### src/include/e3_ovh_pkg.sv
// shared constants and types for the e3 g.832 transmit overhead inserter
package e3_ovh_pkg;

  // frame geometry: 537 octets, bits counted msb first within each octet
  localparam logic [12:0] POS_LAST   = 13'h10c7;  // last bit of a frame
  localparam logic [9:0]  OCT_FA1    = 10'h000;   // first alignment octet
  localparam logic [9:0]  OCT_FA2    = 10'h001;   // second alignment octet
  localparam logic [9:0]  OCT_EM     = 10'h03c;   // error monitoring octet
  localparam logic [9:0]  OCT_TR     = 10'h077;   // trail trace octet
  localparam logic [9:0]  OCT_MA     = 10'h0b2;   // maintenance octet
  localparam logic [9:0]  OCT_NR     = 10'h0ed;   // network operator octet
  localparam logic [9:0]  OCT_GC     = 10'h128;   // general channel octet

  // fixed alignment patterns
  localparam logic [7:0]  FA1_PATTERN = 8'hf6;    // 11110110
  localparam logic [7:0]  FA2_PATTERN = 8'h28;    // 00101000

  // bit positions inside the maintenance octet, sent first = 0
  localparam logic [2:0]  MA_RDI     = 3'h0;
  localparam logic [2:0]  MA_REI     = 3'h1;
  localparam logic [2:0]  MA_PD_HI   = 3'h5;
  localparam logic [2:0]  MA_PD_LO   = 3'h6;

  // register byte offsets
  localparam logic [3:0]  REG_CTRL   = 4'h0;
  localparam logic [3:0]  REG_FIELD  = 4'h4;
  localparam logic [3:0]  REG_STATUS = 4'h8;
  localparam logic [3:0]  REG_FRAMES = 4'hc;

  // control register layout, bit 0 is ovh_with_data_sel
  typedef struct packed {
    logic [1:0] alarm_ctrl;            // [12:11] upper forces rdi, lower ais
    logic [2:0] data_link_mode;        // [10:8]
    logic       status_msg_mode_en;    // [7]
    logic       pd_mi_src_sel;         // [6]
    logic       ext_err_just_sel;      // [5]
    logic       ext_remote_alarm_sel;  // [4]
    logic       auto_remote_alarm_en;  // [3]
    logic       trail_trace_src_sel;   // [2]
    logic       ext_align_sel;         // [1]
    logic       ovh_with_data_sel;     // [0]
  } ctrl_t;

  // field register layout
  typedef struct packed {
    logic [3:0] status_msg_field;      // [8:5] msb is first message bit/tm
    logic [1:0] payload_dep_field;     // [4:3]
    logic [2:0] payload_type_field;    // [2:0] msb sent first
  } field_t;

  localparam logic [12:0] CTRL_RST  = 13'h0000;
  localparam logic [8:0]  FIELD_RST = 9'h000;

  // sources of the nr and gc octets
  typedef enum logic [1:0] {DL_ONES, DL_EXT, DL_LAPD} dl_src_t;

endpackage : e3_ovh_pkg

### src/hw/e3_g832_tx_overhead_insert.sv
// e3 g.832 transmit overhead inserter with avalon-mm register slave
//
// How it works
// RL1: frame carries seven overhead octets
// RL2: data-stream control sources all or no overhead
// RL3: insert fixed alignment octets unless external
// RL4: even bip-8 of previous frame into em
// RL5: trail trace from pin, else all zeros
// RL6: auto rdi follows receive los or oof
// RL7: manual mode rdi from pin, else zero
// RL8: upper alarm bit forces rdi to one
// RL9: rei from pin or generated automatically
// RL10: receive bip mismatch sends rei one frame
// RL11: payload type field, new value next frame
// RL12: status mode: mi internal or from pin
// RL13: mi two-bit counter, cleared on auto enable
// RL14: no status mode: pd from pin or field
// RL15: bit 8 timing marker or selected message bit
// RL16: three-bit mode picks eight nr/gc combinations
// RL17: only one lapd link active at once
// RL18: nr/gc from pin, lapd, or all ones
// RL19: software sets and clears alarm controls
// RL20: alarm controls leave system interface untouched
// RL21: receive indications synchronised before use
`timescale 1ns/1ps
module e3_g832_tx_overhead_insert #(
  parameter int BIT_DIV = 8              // clk cycles per line bit, >= 4
) (
  // clock and reset
  input  wire logic        clk,
  input  wire logic        rst_b,
  // avalon-mm register slave
  input  wire logic [3:0]  address,
  input  wire logic        read,
  input  wire logic        write,
  input  wire logic [31:0] writedata,
  input  wire logic [3:0]  byteenable,
  output logic      [31:0] readdata,
  output logic             waitrequest,
  // system data stream, same clock
  input  wire logic        sys_data_in,
  output logic             sys_data_req,
  // external overhead pin, asynchronous
  input  wire logic        ext_overhead_in,
  output logic             ext_ovh_req,
  // internal lapd data link bit source, same clock
  input  wire logic        dl_link_in,
  output logic             dl_link_req,
  // receive side indications, asynchronous
  input  wire logic        rx_los,
  input  wire logic        rx_oof,
  input  wire logic        rx_bip_err_tgl,
  // line side
  output logic             line_data,
  output logic             line_bit_en,
  output logic             line_frame_start
);

  // reset release and input synchronisers
  logic       rst_s1_q;                  // first reset release stage
  logic       rst_s2_q;                  // reset used by everything else
  logic [3:0] sync1_q;                   // first stage, read only by sync2
  logic [3:0] sync2_q;                   // synchronised copies
  logic       bip_tgl_d_q;               // previous synced toggle level
  logic       los_s;                     // synced loss_of_signal
  logic       oof_s;                     // synced out_of_frame
  logic       ext_s;                     // synced ext_overhead_in
  logic       bip_err_evt;               // one pulse per receive mismatch

  // assert at once, release two edges later
  always_ff @(posedge clk or negedge rst_b) begin
    if (!rst_b) begin
      rst_s1_q <= 1'b0;
      rst_s2_q <= 1'b0;
    end else begin
      rst_s1_q <= 1'b1;
      rst_s2_q <= rst_s1_q;
    end
  end

  // two flops on every asynchronous input
  always_ff @(posedge clk or negedge rst_s2_q) begin
    if (!rst_s2_q) begin
      sync1_q     <= 4'h0;
      sync2_q     <= 4'h0;
      bip_tgl_d_q <= 1'b0;
    end else begin
      sync1_q     <= {rx_bip_err_tgl, ext_overhead_in, rx_oof, rx_los}; // RL21
      sync2_q     <= sync1_q;                                          // RL21
      bip_tgl_d_q <= sync2_q[3];
    end
  end

  assign los_s       = sync2_q[0];
  assign oof_s       = sync2_q[1];
  assign ext_s       = sync2_q[2];
  // a toggle carries events safely across; edge taken after stage two
  assign bip_err_evt = sync2_q[3] ^ bip_tgl_d_q;                     // RL21

  // register file
  e3_ovh_pkg::ctrl_t  ctrl_q;            // control register
  e3_ovh_pkg::field_t field_q;           // field register
  logic        ack_q;                    // second cycle of an access
  logic [31:0] rdata_q;                  // captured read answer
  logic [31:0] rd_mux;                   // read selection
  logic [31:0] be_mask;                  // byte lane mask
  logic [31:0] ctrl_wr;                  // merged ctrl write value
  logic [31:0] field_wr;                 // merged field write value
  logic [31:0] status_word;              // live status
  logic        wr_take;                  // write completes this edge
  logic        hit_ctrl;
  logic        hit_field;
  logic        hit_status;
  logic        hit_frames;
  logic [15:0] frame_cnt_q;              // frames sent since reset
  logic [7:0]  bip_prev_q;               // bip-8 of the previous frame
  logic [1:0]  mi_cnt_q;                 // multiframe counter
  logic        rei_pend_q;               // rei waiting to be sent
  logic        rdi_bit;                  // current rdi value

  // one wait state: request captured, then answered on the next edge
  assign waitrequest = (read | write) & ~ack_q;
  assign wr_take     = write & ack_q;

  // address decode
  assign hit_ctrl   = (address == e3_ovh_pkg::REG_CTRL);
  assign hit_field  = (address == e3_ovh_pkg::REG_FIELD);
  assign hit_status = (address == e3_ovh_pkg::REG_STATUS);
  assign hit_frames = (address == e3_ovh_pkg::REG_FRAMES);

  assign be_mask  = {{8{byteenable[3]}}, {8{byteenable[2]}},
                     {8{byteenable[1]}}, {8{byteenable[0]}}};
  assign ctrl_wr  = (writedata & be_mask) |
                    ({19'h00000, ctrl_q} & ~be_mask);
  assign field_wr = (writedata & be_mask) |
                    ({23'h000000, field_q} & ~be_mask);

  // status shows the block's own state
  assign status_word = {16'h0000, bip_prev_q, 2'h0, mi_cnt_q,
                        rei_pend_q, rdi_bit, oof_s, los_s};

  // unmapped offsets read zero and ignore writes
  assign rd_mux = hit_ctrl   ? {19'h00000, ctrl_q}   :
                  hit_field  ? {23'h000000, field_q} :
                  hit_status ? status_word           :
                  hit_frames ? {16'h0000, frame_cnt_q} :
                  32'h00000000;

  // handshake and read capture
  always_ff @(posedge clk or negedge rst_s2_q) begin
    if (!rst_s2_q) begin
      ack_q   <= 1'b0;
      rdata_q <= 32'h00000000;
    end else begin
      ack_q <= (read | write) & ~ack_q;
      if (read && !ack_q) begin
        rdata_q <= rd_mux;
      end
    end
  end

  assign readdata = rdata_q;

  // writable registers; alarms hold until software clears them
  always_ff @(posedge clk or negedge rst_s2_q) begin
    if (!rst_s2_q) begin
      ctrl_q  <= e3_ovh_pkg::ctrl_t'(e3_ovh_pkg::CTRL_RST);
      field_q <= e3_ovh_pkg::field_t'(e3_ovh_pkg::FIELD_RST);
    end else if (wr_take && hit_ctrl) begin
      ctrl_q  <= e3_ovh_pkg::ctrl_t'(ctrl_wr[12:0]);                  // RL19
    end else if (wr_take && hit_field) begin
      field_q <= e3_ovh_pkg::field_t'(field_wr[8:0]);
    end
  end

  // bit rate enable and frame position
  logic [7:0]  div_q;                    // bit period divider
  logic        bit_en;                   // one pulse per line bit
  logic [12:0] pos_q;                    // bit being produced next
  logic [9:0]  octet;                    // octet index of pos_q
  logic [2:0]  bidx;                     // bit within octet, 0 sent first
  logic [2:0]  bsel;                     // vector index of that bit
  logic        frame_end;                // last bit of the frame

  assign bit_en    = (div_q == 8'(BIT_DIV - 1));
  assign octet     = pos_q[12:3];
  assign bidx      = pos_q[2:0];
  assign bsel      = 3'h7 - bidx;
  assign frame_end = (pos_q == e3_ovh_pkg::POS_LAST);

  // divider and position counter
  always_ff @(posedge clk or negedge rst_s2_q) begin
    if (!rst_s2_q) begin
      div_q <= 8'h00;
      pos_q <= 13'h0000;
    end else begin
      div_q <= bit_en ? 8'h00 : div_q + 8'h01;
      if (bit_en) begin
        pos_q <= frame_end ? 13'h0000 : pos_q + 13'h0001;
      end
    end
  end

  // overhead slot decode
  logic is_fa1, is_fa2, is_em, is_tr, is_ma, is_nr, is_gc;
  logic is_ovh;                          // any overhead octet
  logic ovh_int;                         // overhead not taken from data

  assign is_fa1  = (octet == e3_ovh_pkg::OCT_FA1);
  assign is_fa2  = (octet == e3_ovh_pkg::OCT_FA2);
  assign is_em   = (octet == e3_ovh_pkg::OCT_EM);
  assign is_tr   = (octet == e3_ovh_pkg::OCT_TR);
  assign is_ma   = (octet == e3_ovh_pkg::OCT_MA);
  assign is_nr   = (octet == e3_ovh_pkg::OCT_NR);
  assign is_gc   = (octet == e3_ovh_pkg::OCT_GC);
  // seven overhead octets per frame
  assign is_ovh  = is_fa1 | is_fa2 | is_em | is_tr |
                   is_ma | is_nr | is_gc;                            // RL1
  assign ovh_int = is_ovh & ~ctrl_q.ovh_with_data_sel;               // RL2

  // nr and gc sources
  e3_ovh_pkg::dl_src_t nr_src;           // network operator source
  e3_ovh_pkg::dl_src_t gc_src;           // general channel source
  e3_ovh_pkg::dl_src_t dl_src;           // source of the current octet
  logic [2:0] dlm;
  logic       dl_bit;

  assign dlm = ctrl_q.data_link_mode;
  // the encoding never gives lapd to both octets at once
  assign nr_src = dlm[2] ? (dlm[1] ? (dlm[0] ? e3_ovh_pkg::DL_EXT
                                             : e3_ovh_pkg::DL_ONES)
                                   : e3_ovh_pkg::DL_LAPD)
                         : (dlm[0] ? e3_ovh_pkg::DL_EXT
                                   : e3_ovh_pkg::DL_ONES);           // RL16
  assign gc_src = dlm[2] ? (dlm[1] ? e3_ovh_pkg::DL_LAPD
                                   : (dlm[0] ? e3_ovh_pkg::DL_EXT
                                             : e3_ovh_pkg::DL_ONES))
                         : (dlm[1] ? e3_ovh_pkg::DL_EXT
                                   : e3_ovh_pkg::DL_ONES);           // RL17
  assign dl_src = is_nr ? nr_src : gc_src;
  assign dl_bit = (dl_src == e3_ovh_pkg::DL_EXT)  ? ext_s      :
                  (dl_src == e3_ovh_pkg::DL_LAPD) ? dl_link_in :
                  1'b1;                                              // RL18

  // maintenance octet
  logic [2:0] pt_frame_q;                // payload type held per frame
  logic [1:0] mi_sent_q;                 // mi bits actually sent
  logic       auto_mi;                   // internal mi generation on
  logic       auto_mi_d_q;               // previous auto_mi
  logic       rei_bit;
  logic       pd_hi, pd_lo;              // bits 6 and 7
  logic [1:0] ssm_i;                     // message bit index
  logic       tm_bit;                    // bit 8
  logic [7:0] ma_byte;

  // forced alarm wins, then auto, then pin, else zero
  assign rdi_bit = ctrl_q.alarm_ctrl[1] ? 1'b1 :                     // RL8
                   ctrl_q.auto_remote_alarm_en ? (los_s | oof_s) :   // RL6
                   ctrl_q.ext_remote_alarm_sel ? ext_s : 1'b0;       // RL7
  assign rei_bit = ctrl_q.ext_err_just_sel ? ext_s : rei_pend_q;     // RL9
  assign auto_mi = ctrl_q.status_msg_mode_en & ~ctrl_q.pd_mi_src_sel;
  // pin select wins, then status mode uses the counter, otherwise the register field
  assign pd_hi = ctrl_q.pd_mi_src_sel ? ext_s :
                 ctrl_q.status_msg_mode_en ? mi_cnt_q[1] :
                 field_q.payload_dep_field[1];                       // RL12
  assign pd_lo = ctrl_q.pd_mi_src_sel ? ext_s :
                 ctrl_q.status_msg_mode_en ? mi_cnt_q[0] :
                 field_q.payload_dep_field[0];                       // RL14
  assign ssm_i  = 2'h3 - mi_sent_q;
  assign tm_bit = ctrl_q.status_msg_mode_en ?
                  field_q.status_msg_field[ssm_i] :
                  field_q.status_msg_field[3];                       // RL15
  assign ma_byte = {rdi_bit, rei_bit, pt_frame_q, pd_hi, pd_lo, tm_bit}; // RL11

  // bit selection
  logic ovh_bit;                         // internally chosen overhead bit
  logic tx_bit;                          // framed bit before ais
  logic ma_ext;                          // this ma bit comes from the pin

  assign ma_ext = (bidx == e3_ovh_pkg::MA_RDI) ?
                    (~ctrl_q.alarm_ctrl[1] & ~ctrl_q.auto_remote_alarm_en &
                     ctrl_q.ext_remote_alarm_sel) :
                  (bidx == e3_ovh_pkg::MA_REI) ? ctrl_q.ext_err_just_sel :
                  (bidx == e3_ovh_pkg::MA_PD_HI ||
                   bidx == e3_ovh_pkg::MA_PD_LO) ? ctrl_q.pd_mi_src_sel :
                  1'b0;

  assign ovh_bit =
    (is_fa1 || is_fa2) ? (ctrl_q.ext_align_sel ? ext_s :
                          is_fa1 ? e3_ovh_pkg::FA1_PATTERN[bsel] :
                                   e3_ovh_pkg::FA2_PATTERN[bsel]) :  // RL3
    is_em ? bip_prev_q[bsel] :                                       // RL4
    is_tr ? (ctrl_q.trail_trace_src_sel & ext_s) :                   // RL5
    is_ma ? ma_byte[bsel] :
    dl_bit;

  assign tx_bit = ovh_int ? ovh_bit : sys_data_in;                   // RL2

  // requests to the neighbours; only ext_ovh_req depends on alarm_ctrl, through the rdi bit
  assign sys_data_req = bit_en & ~ovh_int;                           // RL20
  assign ext_ovh_req  = ovh_int &
                        (((is_fa1 | is_fa2) & ctrl_q.ext_align_sel) |
                         (is_tr & ctrl_q.trail_trace_src_sel) |
                         (is_ma & ma_ext) |
                         ((is_nr | is_gc) &
                          (dl_src == e3_ovh_pkg::DL_EXT)));
  assign dl_link_req  = bit_en & ovh_int & (is_nr | is_gc) &
                        (dl_src == e3_ovh_pkg::DL_LAPD);             // RL17

  // bip-8 accumulation over every sent bit, overhead included
  logic [7:0] bip_acc_q;                 // parity of the current frame
  logic [7:0] bip_next;                  // accumulator with this bit

  assign bip_next = bip_acc_q ^ ((8'h80 >> bidx) & {8{tx_bit}});     // RL4

  always_ff @(posedge clk or negedge rst_s2_q) begin
    if (!rst_s2_q) begin
      bip_acc_q  <= 8'h00;
      bip_prev_q <= 8'h00;
    end else if (bit_en) begin
      bip_acc_q <= frame_end ? 8'h00 : bip_next;
      if (frame_end) begin
        bip_prev_q <= bip_next;                                      // RL4
      end
    end
  end

  // per-frame state: payload type, mi counter, frame count
  always_ff @(posedge clk or negedge rst_s2_q) begin
    if (!rst_s2_q) begin
      pt_frame_q  <= 3'h0;
      mi_cnt_q    <= 2'h0;
      auto_mi_d_q <= 1'b0;
      frame_cnt_q <= 16'h0000;
    end else begin
      auto_mi_d_q <= auto_mi;
      // turning on automatic mi restarts the count
      if (auto_mi && !auto_mi_d_q) begin
        mi_cnt_q <= 2'h0;                                            // RL13
      end else if (bit_en && frame_end) begin
        mi_cnt_q <= mi_cnt_q + 2'h1;                                 // RL13
      end
      // payload type only changes on a frame boundary
      if (bit_en && frame_end) begin
        pt_frame_q  <= field_q.payload_type_field;                   // RL11
        frame_cnt_q <= frame_cnt_q + 16'h0001;
      end
    end
  end

  // rei pending: a new mismatch wins over the clear on send
  always_ff @(posedge clk or negedge rst_s2_q) begin
    if (!rst_s2_q) begin
      rei_pend_q <= 1'b0;
    end else if (bit_en && ovh_int && is_ma &&
                 bidx == e3_ovh_pkg::MA_REI &&
                 !ctrl_q.ext_err_just_sel) begin
      rei_pend_q <= bip_err_evt;                                     // RL10
    end else if (bip_err_evt) begin
      rei_pend_q <= 1'b1;                                            // RL10
    end
  end

  // remember the mi value sent so bit 8 picks the matching message bit
  always_ff @(posedge clk or negedge rst_s2_q) begin
    if (!rst_s2_q) begin
      mi_sent_q <= 2'h0;
    end else if (bit_en && is_ma && bidx == e3_ovh_pkg::MA_PD_HI) begin
      mi_sent_q[1] <= tx_bit;                                        // RL15
    end else if (bit_en && is_ma && bidx == e3_ovh_pkg::MA_PD_LO) begin
      mi_sent_q[0] <= tx_bit;                                        // RL15
    end
  end

  // line output; ais replaces the line with all ones at once
  always_ff @(posedge clk or negedge rst_s2_q) begin
    if (!rst_s2_q) begin
      line_data        <= 1'b0;
      line_bit_en      <= 1'b0;
      line_frame_start <= 1'b0;
    end else begin
      line_bit_en      <= bit_en;
      line_frame_start <= bit_en & (pos_q == 13'h0000);
      if (bit_en) begin
        line_data <= ctrl_q.alarm_ctrl[0] | tx_bit;                  // RL20
      end
    end
  end

endmodule : e3_g832_tx_overhead_insert

### config.mk
export PLATFORM = sky130hd
export DESIGN_NAME = e3_g832_tx_overhead_insert
export DESIGN_NICKNAME = d
export VERILOG_FILES = /design/src/include/e3_ovh_pkg.sv /design/src/hw/e3_g832_tx_overhead_insert.sv
export SDC_FILE = /design/constraint.sdc
export NUM_CORES = 1
export LEC_CHECK = 0
export BUFFER_PORTS_ARGS = -buffer_cell sky130_fd_sc_hd__clkbuf_2
export CAP_MARGIN = 0
export CORE_ASPECT_RATIO = 1.1
export CORE_UTILIZATION = 58
export CTS_CLUSTER_SIZE = 14
export DETAILED_ROUTE_END_ITERATION = 8
export PLACE_DENSITY = 0.9
export SLEW_MARGIN = 10
export SYNTH_ARGS = -nofsm -noshare
export SYNTH_HDL_FRONTEND = slang
export SYNTH_SLANG_ARGS = --single-unit
### constraint.sdc
create_clock -name clk -period 4.36 [get_ports clk]
set_input_delay 0.654 -clock clk [delete_from_list [all_inputs] [get_ports clk]]
set_output_delay 0.654 -clock clk [all_outputs]
set_load 0.01 [all_outputs]
After elaboration in Yosys (flattened, before gate mapping)
Memory sizes are Yosys's and may differ from the RTL's.
Cells that the tools add are included.
{ "op_classes": {"n_shift": 1, "n_mux": 47, "n_eq_ne": 16, "magnitude_cmp": 2, "bitwise": 47, "n_addsub": 6, "reduce_logical": 26} }
{ "ops": {"columns": ["operator", "count"], "rows": [
  ["$mux W16", 4],
  ["$mux W1", 30],
  ["$and A13 B13 Y13", 2],
  ["$eq A10 B8 Y1 const B", 2],
  ["$and A1 B1 Y1", 17],
  ["$add A16 B1 Y16 const B", 1],
  ["$mux W8", 2],
  ["$mux W2", 7],
  ["$add A13 B1 Y13 const B", 1],
  ["$eq A13 B13 Y1 const B", 1],
  ["$logic_not A13 Y1", 1],
  ["$mux W13", 1],
  ["$not A13 Y13", 1],
  ["$or A1 B1 Y1", 13],
  ["$or A13 B13 Y13", 1],
  ["$logic_and A1 B1 Y1", 12],
  ["$eq A10 B1 Y1 const B", 1],
  ["$eq A10 B6 Y1 const B", 1],
  ["$eq A10 B7 Y1 const B", 1],
  ["$eq A10 B9 Y1 const B", 1],
  ["$logic_not A10 Y1", 1],
  ["$and A9 B9 Y9", 1],
  ["$or A9 B9 Y9", 1],
  ["$add A8 B1 Y8 const B", 1],
  ["other kinds (25)", 41]
]} }
{ "word_totals": {"register_bits": 131, "romBits": 16, "input_bits": 50, "out_inout_bits": 39, "mem_count": 2} }
{ "mem_list": {"columns": ["name", "depth", "word_bits", "read_ports", "rd_clocked_by_memory_dff", "wr", "line", "text"], "rows": [
  ["(name not given)", 8, 1, 1, 0, 0, "e3_g832_tx_overhead_insert.sv:291", "e3_ovh_pkg::FA2_PATTERN[bsel]) :"],
  ["(name not given)", 8, 1, 1, 0, 0, "e3_g832_tx_overhead_insert.sv:290", "is_fa1 ? e3_ovh_pkg::FA1_PATTERN[bsel] :"]
]} }

Longest topological paths before layout
Gate-level depths: netlist of the first run.
{ "logic_depth": {"depth_word": 15, "ltp_mapped": 12, "depth_no_buf": 10} }

Worst setup path after synthesis of the first run
OpenSTA, ideal clock, no wires.
{ "synth_timing": {"kind": "reg2out", "from": "register div_q[3]", "to": "output port dl_link_req", "path_stages_with_launch": 6, "path_slack_ns": 1.661, "n_path_buf": 1, "arrival_time_ns": 2.045, "t_required_ns": 3.706, "cell_sequence": "dfrtp_1 or4_1 or3_1 clkbuf_1 or3_1 nor3_1"} }
{ "synth_via": {"elab_chain_cells": 4} }
{ "synth_lines": {"columns": ["element", "line", "text"], "rows": [
  ["start, declared", "e3_g832_tx_overhead_insert.sv:177", "logic [7:0] div_q;"],
  ["start signal, assigned", "e3_g832_tx_overhead_insert.sv:197", "div_q <= bit_en ? 8'h00 : div_q + 8'h01;"],
  ["$eq A8 B3 Y1", "e3_g832_tx_overhead_insert.sv:185", "assign bit_en = (div_q == 8'(BIT_DIV - 1));"],
  ["$and A1 B1 Y1 (3 in series)", "e3_g832_tx_overhead_insert.sv:307", "assign dl_link_req = bit_en & ovh_int & (is_nr | is_gc) &"],
  ["end, declared", "e3_g832_tx_overhead_insert.sv:48", "output logic dl_link_req,"]
]} }
No other way between the ends.

Worst setup path in the final report of the first run
{ "layout_timing": {"from": "register pos_q[4]", "to": "output port ext_ovh_req"} }
{ "layout_via": {"elab_chain_cells": 9} }
{ "layout_lines": {"columns": ["element", "line", "text"], "rows": [
  ["start, declared", "e3_g832_tx_overhead_insert.sv:179", "logic [12:0] pos_q;"],
  ["start signal, assigned", "e3_g832_tx_overhead_insert.sv:199", "pos_q <= frame_end ? 13'h0000 : pos_q + 13'h0001;"],
  ["$eq A10 B1 Y1 / $logic_not A10 Y1 (equally long branches)", "e3_g832_tx_overhead_insert.sv:210, e3_g832_tx_overhead_insert.sv:209", null],
  ["$or A1 B1 Y1", "e3_g832_tx_overhead_insert.sv:217, e3_g832_tx_overhead_insert.sv:302", null],
  ["$or A1 B1 Y1 (3 in series)", "e3_g832_tx_overhead_insert.sv:217", "assign is_ovh = is_fa1 | is_fa2 | is_em | is_tr |"],
  ["$or A1 B1 Y1 (2 in series)", "e3_g832_tx_overhead_insert.sv:218", "is_ma | is_nr | is_gc;"],
  ["$and A1 B1 Y1", "e3_g832_tx_overhead_insert.sv:219", "assign ovh_int = is_ovh & ~ctrl_q.ovh_with_data_sel;"],
  ["$and A1 B1 Y1 (*)", "e3_g832_tx_overhead_insert.sv:301", "assign ext_ovh_req = ovh_int &"],
  ["end, declared", "e3_g832_tx_overhead_insert.sv:45", "output logic ext_ovh_req,"]
]} }
Every way passes the cells marked *; elsewhere a longest branch is shown, timed or not.

==> results of run 1 <==
[cell families after synthesis]
logic type,Yosys count,share of synthesized area [%]
flip-flops,115,47.28
AO/OA/AOI/OAI,118,14.02
XOR/XNOR,34,4.892
adder cells (fa/ha/maj),8,1.644
buffers and inverters,53,5.056
other,2,0.1234
AND/OR/NAND/NOR,213,17.99
multiplexers,47,9.003
[routing by layer]
metal  global-route usage (%)  vias to the layer above
li1                         -                     2207
met1                    34.63                     2441
met2                    51.58                      216
met3                    7.692                       42
met4                    13.34                        0
met5                        0                        -
[synthesized netlist by cell type, drive strengths merged (7+ instances only)]
| cell | instances | area share (%) |
|---|---|---|
| a21oi | 11 | 0.90 |
| a22o | 15 | 2.2 |
| a22oi | 7 | 0.86 |
| a31oi | 7 | 0.82 |
| and3 | 7 | 0.72 |
| buf | 22 | 2.7 |
| clkbuf | 21 | 1.8 |
| dfrtp | 115 | 47 |
| ha | 8 | 1.6 |
| inv | 9 | 0.55 |
| mux2 | 32 | 5.9 |
| mux2i | 12 | 2.0 |
| nand2 | 71 | 4.4 |
| nand3 | 34 | 2.8 |
| nand4 | 12 | 1.2 |
| nor2 | 33 | 2.0 |
| nor3 | 10 | 0.90 |
| o21ai | 35 | 2.9 |
| o31ai | 9 | 1.1 |
| or3 | 11 | 1.3 |
| xnor2 | 24 | 3.5 |
| xor2 | 10 | 1.4 |
[per-stage QoR]
| stage | std cells | hold slack, ns | area (um2) | power [mW] | util, % |
|---|---|---|---|---|---|
| floorplan | 605 | 0.3312 | 6143 | 1.372 | - |
| global placement | 757 | 0.3334 | 6337 | 1.435 | 63.17 |
| detailed placement | 757 | 0.3371 | 6337 | 1.448 | 63.17 |
| CTS | 790 | 0.2181 | 6904 | 2.755 | 68.82 |
| global route | 790 | 0.2166 | 6904 | 2.844 | 68.82 |
| finish | 790 | 0.2267 | 6904 | 2.753 | 68.82 |
[repair_timing]
action                                 4_1_cts  5_1_grt
hold buffers                                 1        0
resized for setup                            0        0
endpoints found under the hold margin        2        0
[worst max path at each step]
stage                                            end  slack (ns)  cells past startpoint
after floorplan           asynchronous set/reset pin        0.92                      0
after global placement                     pos_q[11]        1.29                      7
after detailed placement                mi_sent_q[0]        1.19                      6
after CTS                                ext_ovh_req        0.80                      7
after global routing                     ext_ovh_req        0.53                      7
final                                    ext_ovh_req        0.75                      7
[area by class of cell]
cell class                      instances  area share (%)
Multi-Input combinational cell        437           42.84
Inverter                               10          0.5437
Clock buffer                           18           6.053
Timing Repair Buffer                   56           4.277
Tap cell                              140           2.537
Clock inverter                         14           2.012
Sequential cell                       115           41.74
[power breakdown]
group	switching (mW)	internal (mW)
logic	0.130	0.108
registers	0.0810	1.12
clock network	0.504	0.808
[worst reg2reg max path, delay by kind of cell, from the launching register on]
family,cells,cell delay (ns)
and+or+nand+nor,4,1.86
muxes,1,0.38
DFF,1,0.42
buffers and inverters,1,0.44
==> qor.csv, run 1 <==
metric,value,unit
multiInputGateArea,2958,um2
status,finished clean,
die_x,99.68,um
cp_top_family,simple AND/OR/NAND/NOR gates,
critical_path.cell_chain,or3_4 > nor3_1 > o21ai_0 > a2bb2oi_1 > nor2_1 > o31a_1 > clkbuf_2,
clock-sinks,115,
hp-start,rx_bip_err_tgl,
fin_ws,0.7491,ns
synth-main-ff-cell,dfrtp_1,
portBuffers,51,
crit_fanout,12,
async_flop_share,100.0,%
r2r_cells,6,
h-tree-depth,4,
drt-initial-drc-count,334,
hold_viol,0,
rrSetupSlack,1.12,ns
post-cts-setup-buffer-count,0,
clockBufferDepth,2,
ioPinCount,89,
worst_pin_slew,1.083,ns
final-max-slew-violation-count,0,
avgSynthCellArea,10.32,um2
grt_overflow_total,0,
wl_met2,7578,um
cts_tree,yes,
initial_core_util,60.68,%
cap_violations,0,
crit_arrival,2.96,ns
grt_usage,29.66,%
final_cell_mix,"dfrtp_1, nand2_1, clkbuf_2, nand3_1, o21ai_0",
slew_headroom,27.11,%
dp_hpwl,10340,um
ir_worst_vdd,0.0002427,V
setup_viol,0,
hp-class,input pin to register,
ant_nets,0,
wl_met1,5869,um
core,10030,um2
grt_first_pass_wirelength,24680,um
yosysSeqAreaShare,47.28,%
syn_area,6087,um2
yosys_warnings,0,
fillers,731,
max_freq,0.2769,GHz
crit_required,3.71,ns
setup.worst_path.start,pos_q[4],
rows,38,
fin_tns_setup,0,ns
cp_num_buf_inv,1,
wl_per_cell,18.85,um
p_leak,3.133,nW
rsz0062_at_grt,no,
cts_made_buffers,17,
synth_cell_types,70,
min_to,sync1_q[3],
die_height,109.4,um
fin_crit_sh,82.82,%
final_nets,695,
antenna_cells,0,
place_ws,1.188,ns
met3_length,991,um
min_period,3.611,ns
finClkSkew,0.007902,ns
ys_seq_elements,115,
area.growth.synth_to_final,13.42,%
r2r-start,div_q[3],
gp_congestion,0.9118,
synthesis.instances,590,
r2r-end,mi_sent_q[0],
grt_pass1_vias,4985,
critical_path_class,register to primary output,
post_drt_via_cell_ratio,6.210,
cts_root_buffer,clkbuf_8,
seq_area,2882,um2
slowest_stage,dfrtp_1,
dr.max_layer_used,met4,
startpoint_type,register,
firstDrtPassIters,5,
num_vias,4906,
drc,0,
endpoint_kind,primary output,
path_clk_slew,0.06,ns
grt_max_degree,77,
layout_commonest_cell,dfrtp_1,
drive_above_1_share,22.31,%
synth_edf_count,0,
antenna_found_initial,0,
pwr_density_cell,398.8,nW/um2
cpPeakStageDelay,0.51,ns
routed_wl,14890,um
hold_depth,1,
fp.dieArea,10910,um2
insertion_delay,0.53,ns
No activity file was read; power rests on OpenSTA's default activity.
==> run 2: changes to the inputs <==
ABC_AREA = 1   (was not set)
CORE_UTILIZATION = 52   (was 58)
PLACE_DENSITY = 0.86   (was 0.9)
clock period = 3.15 ns   (was 4.36 ns; I/O delays follow)
==> run 2 against run 1 <==
  * Sequential power rose by 38%
  * Register-to-register slack worse by 0.56 ns
  * Global-route usage down 2.2 points
  * Critical path depth grew 2
  * Sequential share of layout area down 0.62 points
  * Largest power group unchanged
==> qor.csv, run 2 <==
metric,value,unit,change
status,finished clean,,
cts_root_buffer,clkbuf_16,,
synthMuxAreaShare,0.5589,%,-8.4 points
pwr_density_cell,578.6,nW/um2,+45%
critical_path_class,register to primary output,,
synth-main-ff-cell,dfrtp_1,,
rows,40,,+5.3%
initial_core_util,54.40,%,-6.3 points
fin_crit_sh,95.05,%,
hold_viol,0,,unchanged
setup_viol,0,,unchanged
cap_violations,0,,unchanged
hold_ws,0.1580,ns,-0.06873 ns
die_x,104.8,um,+5.1%
crit_fanout,13,,+1
layout_commonest_cell,nand2_1,,
yosysTopAreaCellShare,47.61,%,+0.33 points
rsz0062_at_grt,no,,
multiInputGateArea,2594,um2,-12%
drive_above_1_share,14.85,%,-7.5 points
crit_arrival,2.52,ns,-0.44 ns
synth_area_leaders,"dfrtp_1, nand2_1, inv_1",,
portBuffers,51,,unchanged
synth-simple-area-share,26.56,%,+8.6 points
h-tree-depth,4,,unchanged
max_freq,0.3340,GHz,
r2r-start,pos_q[1],,
crit_required,2.68,ns,-1.03 ns
ir_worst_vdd,0.0005262,V,+120%
grt_pass1_vias,5150,,+3.3%
fp.dieArea,12060,um2,+11%
final_nets,860,,+24%
die_height,115.1,um,+5.1%
final_cell_mix,"nand2_1, dfrtp_1, inv_1, nor2_1, nand3_1",,
worst_pin_slew,0.7422,ns,-0.3411 ns
avgSynthCellArea,8.092,um2,-22%
endpoint_kind,primary output,,
fillers,891,,+22%
grt_first_pass_wirelength,25400,um,+2.9%
ioPinCount,89,,unchanged
grt_usage,27.43,%,-2.2 points
startpoint_type,register,,
path_clk_slew,0.06,ns,about the same
num_vias,5330,,+8.6%
seq_area,2883,um2,about the same
synth.most_common_cell,nand2_1,,
ys_seq_elements,115,,unchanged
slew_headroom,50.34,%,+23 points
synth_xor_xnor_area_share,3.478,%,-1.4 points
wl_per_cell,16.00,um,-15%
antenna_found_initial,0,,unchanged
post_drt_via_cell_ratio,5.541,,-11%
synthesis.instances,747,,+27%
grt_overflow_total,0,,unchanged
hp-class,input pin to register,,
yosys.area.top_type,dfrtp_1,,
clockBufferDepth,2,,unchanged
finClkSkew,0.007768,ns,-0.0001338 ns
synthAdderAreaFrac,1.656,%,+0.012 points
drc,0,,unchanged
min_period,2.994,ns,
firstDrtPassIters,5,,unchanged
gp_congestion,0.9771,,+7.2%
async_flop_share,100.0,%,unchanged
synth_edf_count,0,,unchanged
final-max-slew-violation-count,0,,unchanged
routed_wl,15390,um,+3.3%
hp-start,rx_los,,
synth_top_family_by_area,simple AND/OR/NAND/NOR gates,,
clock-sinks,115,,unchanged
synth_compound_area_share,9.605,%,-4.4 points
yosysSeqAreaShare,47.61,%,+0.33 points
cts_tree,yes,,
dp_hpwl,10430,um,+0.92%
insertion_delay,0.42,ns,-0.11 ns
ant_nets,0,,unchanged
placed_area,6370,um2,+0.51%
setup.worst_path.start,pos_q[0],,
syn_area,6045,um2,-0.70%
yosys_warnings,0,,unchanged
synth_cell_types,47,,-33%
finalInstanceArea,7012,um2,+1.6%
drt-initial-drc-count,651,,+95%
area.growth.synth_to_final,16.00,%,
cts_made_buffers,17,,unchanged
antenna_cells,0,,unchanged
p_leak,3.469,nW,+11%
synth_common_cells,"nand2_1, dfrtp_1, inv_1",,
core,11110,um2,+11%
fin_tns_setup,0,ns,unchanged
grt_max_degree,114,,+48%
run 2: path summary, 6_finish.rpt:
check / end / slack, ns / cells after the start
setup / recovery: ext_ovh_req / 0.16 / 9
hold / removal: sync1_q[0] / 0.16 / 1
setup reg to reg: frame_cnt_q[13] / 0.56 / 12
hold reg to reg: sync2_q[3] / 0.35 / 0
max in group asynchronous: asynchronous set/reset pin / 2.29 / 1
min in group asynchronous: rst_s2_q / 0.37 / 2
run 2: cell type report:
cell class,instances,area share (%)
Tap cell,147,2.623
Clock buffer,19,6.174
Timing Repair Buffer,57,4.497
Sequential cell,115,41.11
Multi-Input combinational cell,503,36.99
Inverter,108,5.782
Clock inverter,13,2.819
run 2: where the power goes:
group	switching, mW	internal (mW)
registers	0.0868	1.56
logic	0.220	0.118
clock network	0.729	1.34
run 2: layer usage:
metal	share of wire (%)	wire, um	global-route usage (%)	vias to the layer above
met2	48	7403	44.33	270
li1	-	-	-	2500
met1	40	6164	34.08	2483
met5	0	0	0	-
met3	7.2	1104	6.122	77
met4	4.7	717	16.43	0
run 2: repair_timing:
action                                  in CTS  in global routing
hold buffers                                 1                  0
endpoints found under the hold margin        2                  0
endpoints found under the setup margin       0                  1
setup buffers                                0                  0
resized for setup                            0                  1
run 2: critical path, stage by stage, from the launching register on:
cell and delay, ns:
dfrtp_2 0.49, inv_1 0.37, ha_1 0.25, nand2_1 0.07, inv_1 0.16, o221ai_1 0.14, a21oi_1 0.17, a221oi_1 0.09
nor2_1 0.19, clkbuf_2 0.17
run 2: cell families (layout without fill, tap and decap cells):
family          Yosys count  in the layout
simple gates            353            353
buf+inv                 144            197
mux                       3              3
compound gates           98             98
flops                   115            115
other cells               2             17
fa+ha+maj                 8              8
xor+xnor                 24             24
run 2: metrics by stage:
stage	utilization (%)	total power, mW	instances	setup slack (ns)
2_1_floorplan	-	1.891	762	0.9235
3_3_place_gp	57.33	1.987	929	0.6303
6_report	63.11	4.057	962	0.1558
5_1_grt	63.11	4.195	962	0.05318
3_5_place_dp	57.33	2.000	929	0.5674
4_1_cts	63.10	4.068	962	0.1105
==> run 3: changes to the inputs <==
CORE_UTILIZATION = 54   (was 52)
CTS_BUF_LIST = sky130_fd_sc_hd__clkbuf_8   (was not set)
PLACE_DENSITY = 0.88   (was 0.86)
==> run 3 against run 2 <==
  * Combinational power fell by 4%
  * Setup slack improved by 0.049 ns
  * Sequential share of layout area grew 1.2 points
  * Register-to-register slack got worse by 0.02 ns
  * Non-clock buffer count up 3
  * Die area fell by 3.6%
==> qor.csv, run 3 (synthesis gave the netlist of run 2 again) <==
metric,value,unit,change
status,finished clean,,
fp.dieArea,11620,um2,-3.6%
endpoint_kind,primary output,,
core,10910,um2,-1.8%
max_freq,0.3396,GHz,+1.7%
clock-sinks,115,,unchanged
die_height,113.0,um,-1.8%
fin_tns_setup,0,ns,unchanged
cts_made_buffers,17,,unchanged
seq_area,2882,um2,about the same
area.growth.synth_to_final,12.59,%,
multiInputGateArea,2594,um2,unchanged
post-place-cells,932,,+0.32%
cts_tree,yes,,
wl_per_cell,15.08,um,-5.7%
die_x,102.9,um,-1.8%
final_cell_mix,"nand2_1, dfrtp_1, inv_1, nor2_1, nand3_1",,
cts_root_buffer,clkbuf_8,,
startpoint_type,register,,
drc,0,,unchanged
grt_max_degree,57,,-50%
slew_headroom,50.04,%,-0.30 points
crit_arrival,2.47,ns,-0.05 ns
grt_overflow_total,0,,unchanged
worst_pin_slew,0.7494,ns,+0.007185 ns
ir_worst_vdd,0.0003647,V,-31%
critical_path_class,register to primary output,,
grt_pass1_vias,5071,,-1.5%
crit_fanout,7,,-6
rows,40,,unchanged
layout_commonest_cell,nand2_1,,
fin_crit_sh,93.48,%,-1.6 points
min_period,2.945,ns,-0.04941 ns
cap_violations,0,,unchanged
portBuffers,51,,unchanged
final-max-slew-violation-count,0,,unchanged
insertion_delay,0.44,ns,+0.02 ns
hold_viol,0,,unchanged
firstDrtPassIters,6,,+1
num_vias,5364,,+0.64%
routed_wl,14560,um,-5.4%
hp-class,input pin to register,,
initial_core_util,55.40,%,+1.0 points
grt_usage,27.26,%,-0.16 points
crit_required,2.68,ns,about the same
gp_congestion,1.029,,+5.3%
post_drt_via_cell_ratio,5.559,,+0.33%
drive_above_1_share,15.28,%,+0.43 points
path_clk_slew,0.08,ns,+0.02 ns
drt-initial-drc-count,639,,-1.8%
ioPinCount,89,,unchanged
rsz0062_at_grt,no,,
fin_cells,965,,+0.31%
fillers,922,,+3.5%
setup_viol,0,,unchanged
finClkSkew,0.01150,ns,+0.003733 ns
antenna_found_initial,0,,unchanged
ant_nets,0,,unchanged
grt_first_pass_wirelength,24010,um,-5.5%
p_leak,3.378,nW,-2.6%
dp_hpwl,10510,um,+0.80%
clockBufferDepth,2,,unchanged
h-tree-depth,4,,unchanged
final_nets,863,,+0.35%
pwr_density_cell,498.1,nW/um2,-14%
antenna_cells,0,,unchanged
==> run 3: cell count changes in the layout (fill, tap and decap cells not counted), moves of 2 or more <==
cell	delta
clkbuf_8	+17
buf_4	+3
clkinvlp_4	+2
bufinv_16	-2
clkbuf_16	-17
clkbuf_1	-2
==> run 3: report_power, final <==
group          internal, mW  switching, mW
sequential             1.56         0.0992
clock                 0.722          0.682
combinational         0.119          0.206
total                  2.40          0.988
==> run 3: through the flow <==
step | setup slack (ns) | hold WS, ns | cell area [um2] | util, % | total power [mW]
after global placement | 0.6399 | 0.2584 | 6392 | 58.59 | 1.989
after floorplan | 0.9235 | 0.1769 | 6102 | - | 1.891
final | 0.2052 | 0.1311 | 6805 | 62.37 | 3.390
after CTS | 0.2464 | 0.1174 | 6805 | 62.37 | 3.400
after global routing | 0.04572 | 0.1128 | 6805 | 62.37 | 3.518
after detailed placement | 0.5803 | 0.2620 | 6392 | 58.59 | 2.006
==> run 3: final cells by class <==
class	instances	share of cell area, %
flip-flops and latches	115	42.34
multi-input cells	503	38.11
inverters	108	5.957
repair buffers	60	4.964
clock buffers	17	3.438
well taps	147	2.703
clock inverters	15	2.482
==> run 3: final timing paths <==
check / startpoint / to / slack (ns) / depth (start not counted)
max: pos_q[12] / ext_ovh_req / 0.21 / 10
min: rx_bip_err_tgl / sync1_q[3] / 0.13 / 1
max reg2reg: pos_q[0] / frame_cnt_q[13] / 0.54 / 12
min reg2reg: sync1_q[0] / sync2_q[0] / 0.35 / 0
max in group asynchronous: rst_s2_q / asynchronous set/reset pin / 2.02 / 1
min in group asynchronous: rst_b / rst_s2_q / 0.35 / 2
==> run 3: per-layer routing <==
metal	wire length [um]	track usage, %	vias to the layer above
li1	-	-	2501
met1	5782	35.22	2496
met2	6820	41.29	300
met3	1189	6.733	67
met4	763	16.43	0
met5	0	0	-
==> run 3: timing repair <==
action,in CTS,in global routing
hold endpoints to repair,2,0
setup buffers,0,0
hold buffers,1,0
gates resized for setup,0,0
==> run 3: critical path, stage by stage (launching register included) <==
cell and delay, ns:
dfrtp_1 0.50, nor2_4 0.21, nand2_1 0.14, nor3_1 0.16
nand4_1 0.22, nand3b_1 0.15, nor2_1 0.05, nor2_2 0.15
inv_2 0.08, nor2_1 0.20, clkbuf_2 0.17
